File: config.mk
export PLATFORM = sky130hd
export DESIGN_NAME = dcmi_top
export DESIGN_NICKNAME = d
export VERILOG_FILES = /design/src/dcmi_pkg.sv /design/src/dcmi_buf.sv /design/src/dcmi_capture.sv /design/src/dcmi_top.sv
export VERILOG_INCLUDE_DIRS = /design/src
export SDC_FILE = /design/constraint.sdc
export NUM_CORES = 1
export LEC_CHECK = 0
export BUFFER_PORTS_ARGS = -buffer_cell sky130_fd_sc_hd__buf_4
export CAP_MARGIN = 20
export CORE_ASPECT_RATIO = 1.5
export CORE_MARGIN = 3
export CORE_UTILIZATION = 60
export DETAILED_ROUTE_END_ITERATION = 12
export GPL_TIMING_DRIVEN = 0
export PLACE_DENSITY = 0.95
export SYNTH_ARGS = -nofsm -noshare
export SYNTH_HDL_FRONTEND = slang
export SYNTH_HIERARCHICAL = 1
export SYNTH_SLANG_ARGS = --single-unit
File: constraint.sdc
create_clock -name i_core_clk -period 5.7 [get_ports i_core_clk]
set_input_delay 1.14 -clock i_core_clk [delete_from_list [all_inputs] [get_ports i_core_clk]]
set_output_delay 1.14 -clock i_core_clk [all_outputs]
set_load 0.02 [all_outputs]
File: src/dcmi_regs.svh
// constants for the dual channel memory interface
`ifndef DCMI_REGS_SVH
`define DCMI_REGS_SVH

// pin widths
`define DCMI_ADDR_W 12
`define DCMI_DATA_W 32
`define DCMI_HALF_W 16
`define DCMI_LANES 4
`define DCMI_HALF_LANES 2
`define DCMI_DEV_W 2
`define DCMI_NUM_DEV 4
`define DCMI_NUM_CHAN 2
// address bit that selects all banks on precharge
`define DCMI_AP_BIT 10

// timing, in ns and in memory clock steps
`define DCMI_CORE_PERIOD_NS 5
`define DCMI_STEP_NS (2 * `DCMI_CORE_PERIOD_NS)
`define DCMI_T_RCD_NS 20
`define DCMI_T_RP_NS 20
`define DCMI_CAS_LAT 2
`define DCMI_WAIT_W 4
`define DCMI_RCD_STEPS ((`DCMI_T_RCD_NS + `DCMI_STEP_NS - 1) / `DCMI_STEP_NS)
`define DCMI_RP_STEPS ((`DCMI_T_RP_NS + `DCMI_STEP_NS - 1) / `DCMI_STEP_NS)

`endif

File: src/dcmi_pkg.sv
// types shared by the dual channel memory interface
package dcmi_pkg;
  `include "dcmi_regs.svh"

  // kind of memory attached to both channels
  typedef enum logic [1:0] {
    DCMI_SDRAM,
    DCMI_SGRAM,
    DCMI_DRAM
  } dcmi_mode_t;

  // per-channel access sequencer states
  typedef enum logic [3:0] {
    ST_IDLE,
    ST_MODE_SET,
    ST_ACT,
    ST_RCD,
    ST_COL,
    ST_LAT,
    ST_CAP,
    ST_PUSH,
    ST_PRE,
    ST_RP
  } dcmi_state_t;

  // one access request from the core
  typedef struct packed {
    logic write;
    logic mode_set;
    logic [`DCMI_DEV_W-1:0] dev;
    logic [`DCMI_ADDR_W-1:0] row;
    logic [`DCMI_ADDR_W-1:0] col;
    logic [`DCMI_DATA_W-1:0] wdata;
    logic [`DCMI_LANES-1:0] byte_en;
  } dcmi_req_t;

  // memory pins of one channel, two-way data as out and enable
  typedef struct packed {
    logic [`DCMI_NUM_DEV-1:0] select_n;
    logic [`DCMI_ADDR_W-1:0] addr;
    logic row_strobe_n;
    logic col_strobe_n;
    logic write_en_n;
    logic [`DCMI_LANES-1:0] lane_mask_n;
    logic [`DCMI_DATA_W-1:0] data_out;
    logic [`DCMI_DATA_W-1:0] data_oe;
  } dcmi_pins_t;
endpackage

File: src/dcmi_buf.sv
// two-entry buffer with valid and ready on both sides
`timescale 1ns/100ps
module dcmi_buf #(
  parameter int WIDTH = 32
) (
  // clock and reset
  input wire logic i_core_clk,
  input wire logic i_rst_b,
  // fill side
  input wire logic i_in_valid,
  output logic o_in_ready,
  input wire logic [WIDTH-1:0] i_in_data,
  // drain side
  output logic o_out_valid,
  input wire logic i_out_ready,
  output logic [WIDTH-1:0] o_out_data
);
  logic [WIDTH-1:0] e0_reg;
  logic [WIDTH-1:0] e1_reg;
  logic v0_reg;
  logic v1_reg;
  logic push;
  logic pop;

  // handshakes on both sides
  assign push = i_in_valid && !v1_reg;
  assign pop = v0_reg && i_out_ready;
  assign o_in_ready = !v1_reg;
  assign o_out_valid = v0_reg;
  assign o_out_data = e0_reg;

  // entry bookkeeping, head is always entry 0
  always_ff @(posedge i_core_clk or negedge i_rst_b) begin
    if (!i_rst_b) begin
      e0_reg <= '0;
      e1_reg <= '0;
      v0_reg <= 1'b0;
      v1_reg <= 1'b0;
    end else begin
      case ({push, pop})
        2'h2: begin
          if (!v0_reg) begin
            e0_reg <= i_in_data;
            v0_reg <= 1'b1;
          end else begin
            e1_reg <= i_in_data;
            v1_reg <= 1'b1;
          end
        end
        2'h1: begin
          e0_reg <= e1_reg;
          v0_reg <= v1_reg;
          v1_reg <= 1'b0;
        end
        2'h3: begin
          if (v1_reg) begin
            e0_reg <= e1_reg;
            e1_reg <= i_in_data;
          end else begin
            e0_reg <= i_in_data;
          end
        end
        default: begin
          e0_reg <= e0_reg;
        end
      endcase
    end
  end
endmodule

File: src/dcmi_capture.sv
// read data capture on the looped-back memory clock
`timescale 1ns/100ps
module dcmi_capture #(
  parameter int WIDTH = 32
) (
  // clock and reset
  input wire logic i_core_clk,
  input wire logic i_rst_b,
  // pins
  input wire logic i_capture_clock,
  input wire logic [WIDTH-1:0] i_data,
  // captured word
  output logic o_pulse,
  output logic [WIDTH-1:0] o_data
);
  logic clk_s1_reg;
  logic clk_s2_reg;
  logic clk_s3_reg;
  logic [WIDTH-1:0] dat_s1_reg;
  logic [WIDTH-1:0] dat_s2_reg;
  logic pulse_reg;
  logic [WIDTH-1:0] data_reg;

  assign o_pulse = pulse_reg;
  assign o_data = data_reg;

  // two-stage synchronisers for clock and data pins
  always_ff @(posedge i_core_clk or negedge i_rst_b) begin
    if (!i_rst_b) begin
      clk_s1_reg <= 1'b0;
      clk_s2_reg <= 1'b0;
      clk_s3_reg <= 1'b0;
      dat_s1_reg <= '0;
      dat_s2_reg <= '0;
    end else begin
      clk_s1_reg <= i_capture_clock;
      clk_s2_reg <= clk_s1_reg;
      clk_s3_reg <= clk_s2_reg;
      dat_s1_reg <= i_data;
      dat_s2_reg <= dat_s1_reg;
    end
  end

  // latch data on each rising edge of the loop clock
  always_ff @(posedge i_core_clk or negedge i_rst_b) begin
    if (!i_rst_b) begin
      pulse_reg <= 1'b0;
      data_reg <= '0;
    end else begin
      pulse_reg <= clk_s2_reg && !clk_s3_reg;
      if (clk_s2_reg && !clk_s3_reg) begin
        data_reg <= dat_s2_reg;
      end
    end
  end
endmodule

File: src/dcmi_top.sv
// dual channel memory interface: sequencers, pins and read paths
`timescale 1ns/100ps
`include "dcmi_regs.svh"
module dcmi_top (
  // clock and reset
  input wire logic i_core_clk,
  input wire logic i_rst_b,
  // configuration
  input wire dcmi_pkg::dcmi_mode_t i_mem_mode,
  input wire logic i_half_width,
  // requests, bit 0 channel a, bit 1 channel b
  input wire logic [`DCMI_NUM_CHAN-1:0] i_req_valid,
  output logic [`DCMI_NUM_CHAN-1:0] o_req_ready,
  input wire dcmi_pkg::dcmi_req_t i_req_a,
  input wire dcmi_pkg::dcmi_req_t i_req_b,
  // read data
  output logic [`DCMI_NUM_CHAN-1:0] o_rd_valid,
  input wire logic [`DCMI_NUM_CHAN-1:0] i_rd_ready,
  output logic [`DCMI_DATA_W-1:0] o_rd_data_a,
  output logic [`DCMI_DATA_W-1:0] o_rd_data_b,
  // channel a pins
  output dcmi_pkg::dcmi_pins_t o_chan_a_pins,
  input wire logic [`DCMI_DATA_W-1:0] i_chan_a_data,
  output logic o_chan_a_mem_clock_out,
  input wire logic i_chan_a_capture_clock,
  // channel b pins
  output dcmi_pkg::dcmi_pins_t o_chan_b_pins,
  input wire logic [`DCMI_DATA_W-1:0] i_chan_b_data,
  output logic o_chan_b_mem_clock_out,
  input wire logic i_chan_b_capture_clock
);
  logic mem_clk_reg;
  logic clk_a_reg;
  logic clk_b_reg;
  logic step;
  logic half_en;
  logic dram;
  dcmi_pkg::dcmi_req_t req_in [`DCMI_NUM_CHAN];
  logic [`DCMI_DATA_W-1:0] pin_data [`DCMI_NUM_CHAN];
  logic cap_clk [`DCMI_NUM_CHAN];
  logic [`DCMI_DATA_W-1:0] rd_out [`DCMI_NUM_CHAN];

  // one-hot active-low device select
  function automatic logic [`DCMI_NUM_DEV-1:0] sel_decode(
    input logic [`DCMI_DEV_W-1:0] dev
  );
    logic [`DCMI_NUM_DEV-1:0] s;
    s = '1;
    s[dev] = 1'b0;
    return s;
  endfunction

  // pin levels for a sequencer state
  function automatic dcmi_pkg::dcmi_pins_t pins_for(
    input dcmi_pkg::dcmi_state_t st,
    input dcmi_pkg::dcmi_req_t r,
    input logic is_dram,
    input logic half
  );
    dcmi_pkg::dcmi_pins_t p;
    p.select_n = '1;
    p.addr = '0;
    p.row_strobe_n = 1'b1;
    p.col_strobe_n = 1'b1;
    p.write_en_n = 1'b1;
    p.lane_mask_n = '1;
    p.data_out = '0;
    p.data_oe = '0;
    case (st)
      dcmi_pkg::ST_MODE_SET: begin
        p.select_n = sel_decode(r.dev);
        p.addr = r.row;
        p.row_strobe_n = 1'b0;
        p.col_strobe_n = is_dram;
        p.write_en_n = 1'b0;
      end
      dcmi_pkg::ST_ACT: begin
        p.select_n = sel_decode(r.dev);
        p.addr = r.row;
        p.row_strobe_n = 1'b0;
      end
      dcmi_pkg::ST_RCD: begin
        if (is_dram) begin
          p.select_n = sel_decode(r.dev);
          p.row_strobe_n = 1'b0;
          p.addr = r.col;
        end
      end
      dcmi_pkg::ST_COL: begin
        p.select_n = sel_decode(r.dev);
        p.addr = r.col;
        // write enable same in all modes
        p.write_en_n = !r.write;
        if (is_dram) begin
          // lanes act as per-byte column strobes
          p.row_strobe_n = 1'b0;
          p.lane_mask_n = ~r.byte_en;
        end else begin
          p.col_strobe_n = 1'b0;
          p.lane_mask_n = r.write ? ~r.byte_en : '0;
        end
        if (r.write) begin
          p.data_out = r.wdata;
          p.data_oe = '1;
        end
      end
      dcmi_pkg::ST_LAT, dcmi_pkg::ST_CAP, dcmi_pkg::ST_PUSH: begin
        if (is_dram) begin
          // column strobes held while read data settles
          p.select_n = sel_decode(r.dev);
          p.row_strobe_n = 1'b0;
          p.addr = r.col;
          p.lane_mask_n = ~r.byte_en;
        end else begin
          p.lane_mask_n = '0;
        end
      end
      dcmi_pkg::ST_PRE: begin
        // precharge by row strobe and write enable
        if (!is_dram) begin
          p.select_n = sel_decode(r.dev);
          p.row_strobe_n = 1'b0;
          p.write_en_n = 1'b0;
          p.addr[`DCMI_AP_BIT] = 1'b1;
        end
      end
      default: begin
        p.select_n = '1;
      end
    endcase
    // upper half idle in 16-bit mode
    if (half) begin
      p.lane_mask_n[`DCMI_LANES-1:`DCMI_HALF_LANES] = '1;
      p.data_oe[`DCMI_DATA_W-1:`DCMI_HALF_W] = '0;
      p.data_out[`DCMI_DATA_W-1:`DCMI_HALF_W] = '0;
    end
    return p;
  endfunction

  // configuration decode, 16-bit only allowed with sdram
  assign dram = (i_mem_mode == dcmi_pkg::DCMI_DRAM);
  assign half_en = i_half_width && (i_mem_mode == dcmi_pkg::DCMI_SDRAM);
  assign step = mem_clk_reg;

  // per-channel input routing
  assign req_in[0] = i_req_a;
  assign req_in[1] = i_req_b;
  assign pin_data[0] = i_chan_a_data;
  assign pin_data[1] = i_chan_b_data;
  assign cap_clk[0] = i_chan_a_capture_clock;
  assign cap_clk[1] = i_chan_b_capture_clock;
  assign o_rd_data_a = rd_out[0];
  assign o_rd_data_b = rd_out[1];
  assign o_chan_a_mem_clock_out = clk_a_reg;
  assign o_chan_b_mem_clock_out = clk_b_reg;

  // memory clock at half core rate
  always_ff @(posedge i_core_clk or negedge i_rst_b) begin
    if (!i_rst_b) begin
      mem_clk_reg <= 1'b0;
      clk_a_reg <= 1'b0;
      clk_b_reg <= 1'b0;
    end else begin
      mem_clk_reg <= !mem_clk_reg;
      clk_a_reg <= !mem_clk_reg;
      clk_b_reg <= !mem_clk_reg;
    end
  end

  for (genvar g = 0; g < `DCMI_NUM_CHAN; g++) begin : g_chan
    dcmi_pkg::dcmi_state_t st_reg;
    dcmi_pkg::dcmi_state_t st_next;
    logic [`DCMI_WAIT_W-1:0] wait_reg;
    logic [`DCMI_WAIT_W-1:0] wait_next;
    dcmi_pkg::dcmi_req_t cur_reg;
    dcmi_pkg::dcmi_req_t cur_next;
    dcmi_pkg::dcmi_pins_t pin_reg;
    logic rdy_reg;
    logic [`DCMI_DATA_W-1:0] rd_reg;
    logic cap_pulse;
    logic [`DCMI_DATA_W-1:0] cap_data;
    logic buf_ready;
    logic push;

    dcmi_capture #(
      .WIDTH(`DCMI_DATA_W)
    ) u_cap (
      .i_core_clk(i_core_clk),
      .i_rst_b(i_rst_b),
      .i_capture_clock(cap_clk[g]),
      .i_data(pin_data[g]),
      .o_pulse(cap_pulse),
      .o_data(cap_data)
    );

    // read words wait here while the receiver stalls
    dcmi_buf #(
      .WIDTH(`DCMI_DATA_W)
    ) u_buf (
      .i_core_clk(i_core_clk),
      .i_rst_b(i_rst_b),
      .i_in_valid(push),
      .o_in_ready(buf_ready),
      .i_in_data(rd_reg),
      .o_out_valid(o_rd_valid[g]),
      .i_out_ready(i_rd_ready[g]),
      .o_out_data(rd_out[g])
    );

    assign push = step && (st_reg == dcmi_pkg::ST_PUSH);
    assign o_req_ready[g] = rdy_reg;

    // sequencer next state
    always_comb begin
      st_next = st_reg;
      wait_next = wait_reg;
      cur_next = cur_reg;
      case (st_reg)
        dcmi_pkg::ST_IDLE: begin
          if (step && rdy_reg && i_req_valid[g]) begin
            cur_next = req_in[g];
            st_next = req_in[g].mode_set ? dcmi_pkg::ST_MODE_SET : dcmi_pkg::ST_ACT;
          end
        end
        dcmi_pkg::ST_MODE_SET, dcmi_pkg::ST_PRE: begin
          if (step) begin
            st_next = dcmi_pkg::ST_RP;
            wait_next = `DCMI_WAIT_W'(`DCMI_RP_STEPS - 1);
          end
        end
        dcmi_pkg::ST_ACT: begin
          if (step) begin
            st_next = dcmi_pkg::ST_RCD;
            wait_next = `DCMI_WAIT_W'(`DCMI_RCD_STEPS - 1);
          end
        end
        dcmi_pkg::ST_RCD, dcmi_pkg::ST_LAT, dcmi_pkg::ST_RP: begin
          if (step) begin
            if (wait_reg != '0) begin
              wait_next = wait_reg - 1'b1;
            end else if (st_reg == dcmi_pkg::ST_RCD) begin
              st_next = dcmi_pkg::ST_COL;
            end else if (st_reg == dcmi_pkg::ST_LAT) begin
              st_next = dcmi_pkg::ST_CAP;
            end else begin
              st_next = dcmi_pkg::ST_IDLE;
            end
          end
        end
        dcmi_pkg::ST_COL: begin
          if (step) begin
            st_next = cur_reg.write ? dcmi_pkg::ST_PRE : dcmi_pkg::ST_LAT;
            wait_next = `DCMI_WAIT_W'(`DCMI_CAS_LAT - 1);
          end
        end
        dcmi_pkg::ST_CAP: begin
          if (cap_pulse) begin
            st_next = dcmi_pkg::ST_PUSH;
          end
        end
        dcmi_pkg::ST_PUSH: begin
          if (push && buf_ready) begin
            st_next = dcmi_pkg::ST_PRE;
          end
        end
        default: begin
          st_next = dcmi_pkg::ST_IDLE;
        end
      endcase
    end

    // sequencer state, timer and held request
    always_ff @(posedge i_core_clk or negedge i_rst_b) begin
      if (!i_rst_b) begin
        st_reg <= dcmi_pkg::ST_IDLE;
        wait_reg <= '0;
        cur_reg <= '0;
      end else begin
        st_reg <= st_next;
        wait_reg <= wait_next;
        cur_reg <= cur_next;
      end
    end

    // request ready only in the cycle a command may start
    always_ff @(posedge i_core_clk or negedge i_rst_b) begin
      if (!i_rst_b) begin
        rdy_reg <= 1'b0;
      end else begin
        rdy_reg <= !mem_clk_reg && (st_next == dcmi_pkg::ST_IDLE);
      end
    end

    // read word taken from the capture path
    always_ff @(posedge i_core_clk or negedge i_rst_b) begin
      if (!i_rst_b) begin
        rd_reg <= '0;
      end else if (st_reg == dcmi_pkg::ST_CAP && cap_pulse) begin
        rd_reg <= cap_data;
        if (half_en) begin
          rd_reg[`DCMI_DATA_W-1:`DCMI_HALF_W] <= '0;
        end
      end
    end

    // pins idle and undriven under reset
    always_ff @(posedge i_core_clk or negedge i_rst_b) begin
      if (!i_rst_b) begin
        pin_reg <= '{select_n: '1, row_strobe_n: 1'b1, col_strobe_n: 1'b1,
          write_en_n: 1'b1, lane_mask_n: '1, default: '0};
      end else if (step) begin
        pin_reg <= pins_for(st_next, cur_next, dram, half_en);
      end
    end
  end

  // pin bundles straight from the channel flops
  assign o_chan_a_pins = g_chan[0].pin_reg;
  assign o_chan_b_pins = g_chan[1].pin_reg;
endmodule

* After elaboration in Yosys (flattened, before gate mapping)
Index checks and enable logic that the tools add are counted.
Word-level totals: register bits after elaboration 717, bits in latches 0, memory bits (writable) 0, ROM bits 0, input port bits 203, output and inout bits 244, logic and storage cells 288, memories kept 0
Operators by class: add/subtract/negate cells 2, multiply operators 0, div/mod/pow operators 0, order comparisons 4, eq/ne operators 53, shifts and indexed selects 0, muxes and demuxes 99, bitwise logic cells 4, reductions and logical operators 65
Operator list (number):
- 64-bit 2-to-1 mux | 8
- 32-bit 2-to-1 mux | 8
- 32-bit one-hot mux with 3 select lines | 2
- 32-bit one-hot mux with 2 select lines | 2
- 4-bit 2-to-1 mux | 31
- 16-bit 2-to-1 mux | 6
- 4-bit by 3-bit equality test with 1-bit output (second input constant) | 16
- 10-bit one-hot mux with 3 select lines | 2
- 4-bit one-hot mux with 7 select lines | 2
- 17-bit 2-to-1 mux | 2
- 4-bit by 2-bit equality test with 1-bit output (second input constant) | 8
- 4-bit one-hot mux with 2 select lines | 4
- 4-bit equality test (second input constant) | 6
- 4-bit one-hot mux with 3 select lines | 2
- 1-bit logical AND | 19
- 3-bit OR reduction | 6
- 4-bit by 1-bit equality test with 1-bit output (second input constant) | 4
- 4-bit logical NOT | 4
- 4-bit NOT | 4
- 1-bit one-hot mux with 4 select lines | 4
- 4-bit OR reduction | 4
- 3-bit 2-to-1 mux | 4
- 2-bit by 1-bit inequality test with 1-bit output (second input constant) | 6
- 2-bit inequality test (second input constant) | 6
- other kinds (19) | 67

* Longest topological paths before layout
word-level depth 11, depth in mapped cells 11, gate-level depth less buffers 10

* By module
The synthesis kept the hierarchy.
Modules (own cells, without submodules):
- dcmi_top | instances 1, cells an instance 1139, area an instance 13628.1 µm², sequential area each 7835.0 µm²
- dcmi_capture | instances 2, cells an instance 137, area an instance 3056.7 µm², sequential area each 2502.4 µm²
- dcmi_buf | instances 2, cells an instance 271, area an instance 2952.8 µm², sequential area each 1651.6 µm²

* Worst setup path before layout
Ideal clock, no wire load.
kind input -> register, start in i_rd_ready[0], end reg g_chan[0].u_buf.e1_reg[10], setup time 0.125 ns, data arrival time 2.828 ns, required time 5.575 ns, path slack 2.747 ns, stages on the path 9, buffers on the path 3, path through nand2_1 inv_1 buf_2 buf_2 ha_1 nor2b_2 nor3_4 buf_4 mux2_2
Between the ends: word-level cells in the longest chain between the ends 4, elaborated cells on any way between the ends 8, classes of those cells eq/ne: 4; mux: 1; reduce/logical: 3
RTL lines:
- start: declaration | RTL line dcmi_top.sv:18 | input wire logic [`DCMI_NUM_CHAN-1:0] i_rd_ready,
- 1-bit logical AND (*) | RTL line dcmi_buf.sv:27 | assign pop = v0_reg && i_out_ready;
- 2-bit equality test | RTL line dcmi_buf.sv:40 | case ({push, pop})
- 2-bit by 1-bit inequality test with 1-bit output (no source line) or 2-bit nonzero test (tied branches)
- 3-bit AND reduction (no source line)
- end signal: assignment | RTL line dcmi_buf.sv:46 | e1_reg <= i_in_data;
- end signal: assignment | RTL line dcmi_buf.sv:58 | e1_reg <= i_in_data;
- end: declaration | RTL line dcmi_buf.sv:19 | logic [WIDTH-1:0] e1_reg;
Mark *: on every way between the ends. The rest lies on a longest branch, timed or not. A chain may end at the register's enable or synchronous reset.

* Worst setup path after layout
start in i_rd_ready[0], end reg g_chan[0].u_buf.e0_reg[23]
Between the ends: word-level cells in the longest chain between the ends 4, elaborated cells on any way between the ends 8, classes of those cells eq/ne: 4; mux: 1; reduce/logical: 3
RTL lines:
- 1-bit logical AND (*) | RTL line dcmi_buf.sv:27
- 2-bit equality test or 2-bit by 1-bit equality test with 1-bit output (tied branches) | RTL line dcmi_buf.sv:40
- 2-bit inequality test (no source line) or 3-bit nonzero test (tied branches)
- 2-bit AND reduction (no source line)
- end signal: assignment | RTL line dcmi_buf.sv:43 | e0_reg <= i_in_data;
- end signal: assignment | RTL line dcmi_buf.sv:51 | e0_reg <= e1_reg;
- end signal: assignment | RTL line dcmi_buf.sv:57 | e0_reg <= e1_reg;
- end: declaration | RTL line dcmi_buf.sv:18 | logic [WIDTH-1:0] e0_reg;
Marks and branches as above.

==> metrics.yaml <==
sta:
  timing_worst_slew_pin_value_ns: 1.05
  report.final.slew_viol_count: 0
  fmaxAchievable_mhz: 317
  totalNegativeSetupSlack_ns: 0
  final_period_minus_worst_setup_slack_ns: 3.16
  timing.final.setup_violations: 0
  setup_ws_ns: 2.54
  timing.final.hold_violations: 0
  max_slew_margin: 0.300
  fin_skew_ns: 0.0221
  rsz0062_at_grt: "false"
  part_of_the_cycle_the_worst_path_needs: 0.554
power_and_ir_drop:
  power_frac_clock: 0.284
  ir_drop_v: 0.000334
  internal-power_uw: 10100
  power.switching_uw: 4820
  switching_share: 0.323
  leakage_uw: 0.0152
  part_of_the_total_power_dissipated_in_combinational_logic: 0.273
  pwr_density_cell_nw_per_um2: 468
  seqPwrFrac: 0.443
synthesis:
  synth_edf_count: 0
  post-synth-top-area-fraction: 0.607
  ys_warn_count: 6
  postSynth.topFlopCell: "dfrtp_1"
  synthesis.instances: 1955
  netlist_area_um2: 25600
  synthTopCellsByArea: "dfrtp_1 (61%), mux2_2 (8.4%), mux2_4 (3.5%), o21ai_0 (2.6%), dfstp_2 (2.3%)"
  post_synth_most_frequent_cells: "dfrtp_1 (622), mux2_2 (191), o21ai_0 (134), nand2_1 (92), a31oi_1 (79)"
  synthArstFlopShare: 1.00
  synth-seq-cells: 644
  syn-mean-instance-area_um2: 13.1
  post_synth_net_total: 2166
  yosys.cell_types.count: 81
  yosys.cell_count.top_type: "dfrtp_1"
  synthDominantAreaCellType: "dfrtp_1"
  synth-seq-area-share: 0.629
route:
  detailroute.via_count: 18800
  firstDrtPassIters: 8
  vias_per_cell: 6.10
  drt.antenna.violating_nets: 0
  drt_iter0_drc: 1780
  wire_per_inst_um: 23.6
  residual_drc: 0
  drt_wl_total_um: 72500
worst_setup_path:
  crit_path_cell_trace: "buf_4 > nand2_1 > inv_1 > buf_2 > buf_2 > ha_1 > nor2b_2 > clkbuf_1 > o21ai_0 > a31oi_1"
  cp-end-kind: "flop"
  crit_path_max_fanout: 11
  setup.worst_path.class: "input pin to flop"
  timing.critical_path.mode_cell: "buf_2"
  cp-start-kind: "input pin"
  worst_path_max_delay_cell: "nor2b_2"
  critPathMaxStageDelay_ns: 0.42
  cp.arrival_ns: 3.67
  critPathRequiredTime_ns: 6.21
  path_delay_family: "buffers and inverters"
  cp_num_buf_inv: 5
clock_tree:
  cts_tree: "done"
  cts_repair_resize_count: 0
  clockBufferDepth: 3
  clk_latency_ns: 0.61
  clock-root-buffer: "clkbuf_16"
  cts.htree.levels: 2
  postcts_setup_bufs: 0
  cts_buffers: 56
  cts.sink_count: 644
  cts-hold-fix-buffers: 0
  clk_pin_slew_ns: 0.07
global_routing:
  largest_net_degree_at_the_start_of_global_routing: 133
  grt_util_all_layers: 0.316
  via_count_of_the_first_global_routing_pass: 20200
  grt_antenna_before_repair: 6
  grt_overflow_total: 0
  grt_pass1_wl_um: 113000
placed_design:
  hpwl_um: 49400
  dp_slack_ns: 2.15
  portBuffers: 446
  routabilityCongestion: 0.910
die:
  core.rowCount: 92
  die-height_um: 259
  die_area_um2: 45300
  die_x_um: 175
  core-area_um2: 42100
  initial_utilization: 0.609
  io-pin-count: 447
finish:
  final.fill_count: 2393
  largest_register_ff_count: 115
  syn2layout_area_growth_pct: 24.6
  share_of_layout_cells_above_drive_strength_1: 0.391
  num-nets-final: 2675
worst_hold_path:
  hold_path.class: "flop to flop"
status:
  outcome: "finished clean"
run:
  drv_cap: 0
==> layout by cell type (no fill, tap or decap), types with 50 or more instances in the layout <==
| cell type | instances |
|---|---|
| clkbuf_16 | 57 |
| dfrtp_1 | 622 |
| mux2_4 | 59 |
| buf_4 | 517 |
| buf_2 | 50 |
| nor3_1 | 68 |
| clkbuf_1 | 66 |
| mux2_2 | 191 |
| inv_1 | 65 |
| o21ai_0 | 134 |
| nand2_1 | 92 |
| nand3_1 | 78 |
| a31oi_1 | 79 |
==> power by group through the flow <==
stage               registers (uW)  logic (uW)  clock network [uW]
floorplan                     6690        2260                   0
global placement              6500        3690                   0
detailed placement            6610        3960                   0
CTS                           6590        4050                4300
global route                  6720        4380                4460
finish                        6630        4080                4250
==> worst reg2reg max path, delay by kind of cell (launching register included) <==
family	cells	cell delay, ns
AO/OA/AOI/OAI	2	0.48
buffers and inverters	4	1.08
AND/OR/NAND/NOR	2	0.72
adder cells (fa/ha/maj)	1	0.26
flip-flops	1	0.51
==> final cells by class <==
class	count	area (um^2)	area share
Sequential cell	644	16100	0.505
Multi-Input combinational cell	1046	8030	0.251
Timing Repair Buffer	451	3490	0.109
Clock buffer	78	1650	0.0515
Buffer	200	1230	0.0386
Tap cell	564	706	0.0221
Clock inverter	25	439	0.0137
Inverter	65	244	0.00764
Antenna cell	7	17.5	0.000548
==> per-layer routing <==
metal,vias up,share of wire,track usage
li1,7924,-,-
met1,9490,0.34,0.349
met2,1035,0.53,0.570
met3,328,0.064,0.0555
met4,0,0.070,0.183
met5,-,0,0
==> through the flow <==
stage	power (uW)	utilization	std cells	hold WS, ns	area [um^2]
6_report	15000	0.758	3080	0.329	31900
5_1_grt	15600	0.758	3080	0.347	31900
4_1_cts	14900	0.758	3073	0.339	31900
3_5_place_dp	10600	0.708	2970	0.335	29800
3_3_place_gp	10200	0.705	2965	0.332	29700
2_1_floorplan	8950	-	1955	0.331	25600
==> cells by family (layout without fill, tap and decap cells) <==
family | Yosys count | after routing | share of synthesized area
simple gates | 385 | 385 | 0.0793
xor+xnor | 5 | 5 | 0.00171
mux | 279 | 279 | 0.130
fa+ha+maj | 8 | 8 | 0.00390
flops | 644 | 644 | 0.629
compound gates | 369 | 369 | 0.0981
buf+inv | 265 | 819 | 0.0576
other cells | 0 | 7 | 0
==> worst paths after layout <==
kind,startpoint,to,slack (ns),cells after the start
max in group asynchronous,i_rst_b,g_chan[1].cur_reg[17],3.53,3
max,i_rd_ready[0],g_chan[0].u_buf/o_out_data[23],2.54,10
min reg2reg,g_chan[0].u_cap/dat_s1_reg[0],g_chan[0].u_cap/dat_s2_reg[0],0.33,0
min,g_chan[0].u_cap/dat_s1_reg[0],g_chan[0].u_cap/dat_s2_reg[0],0.33,0
max reg2reg,g_chan[0].u_buf/o_out_valid,g_chan[0].u_buf/o_out_data[23],2.56,9
min in group asynchronous,i_rst_b,g_chan[0].u_cap/o_data[7],0.50,1
(Power assumes the default switching activity.)
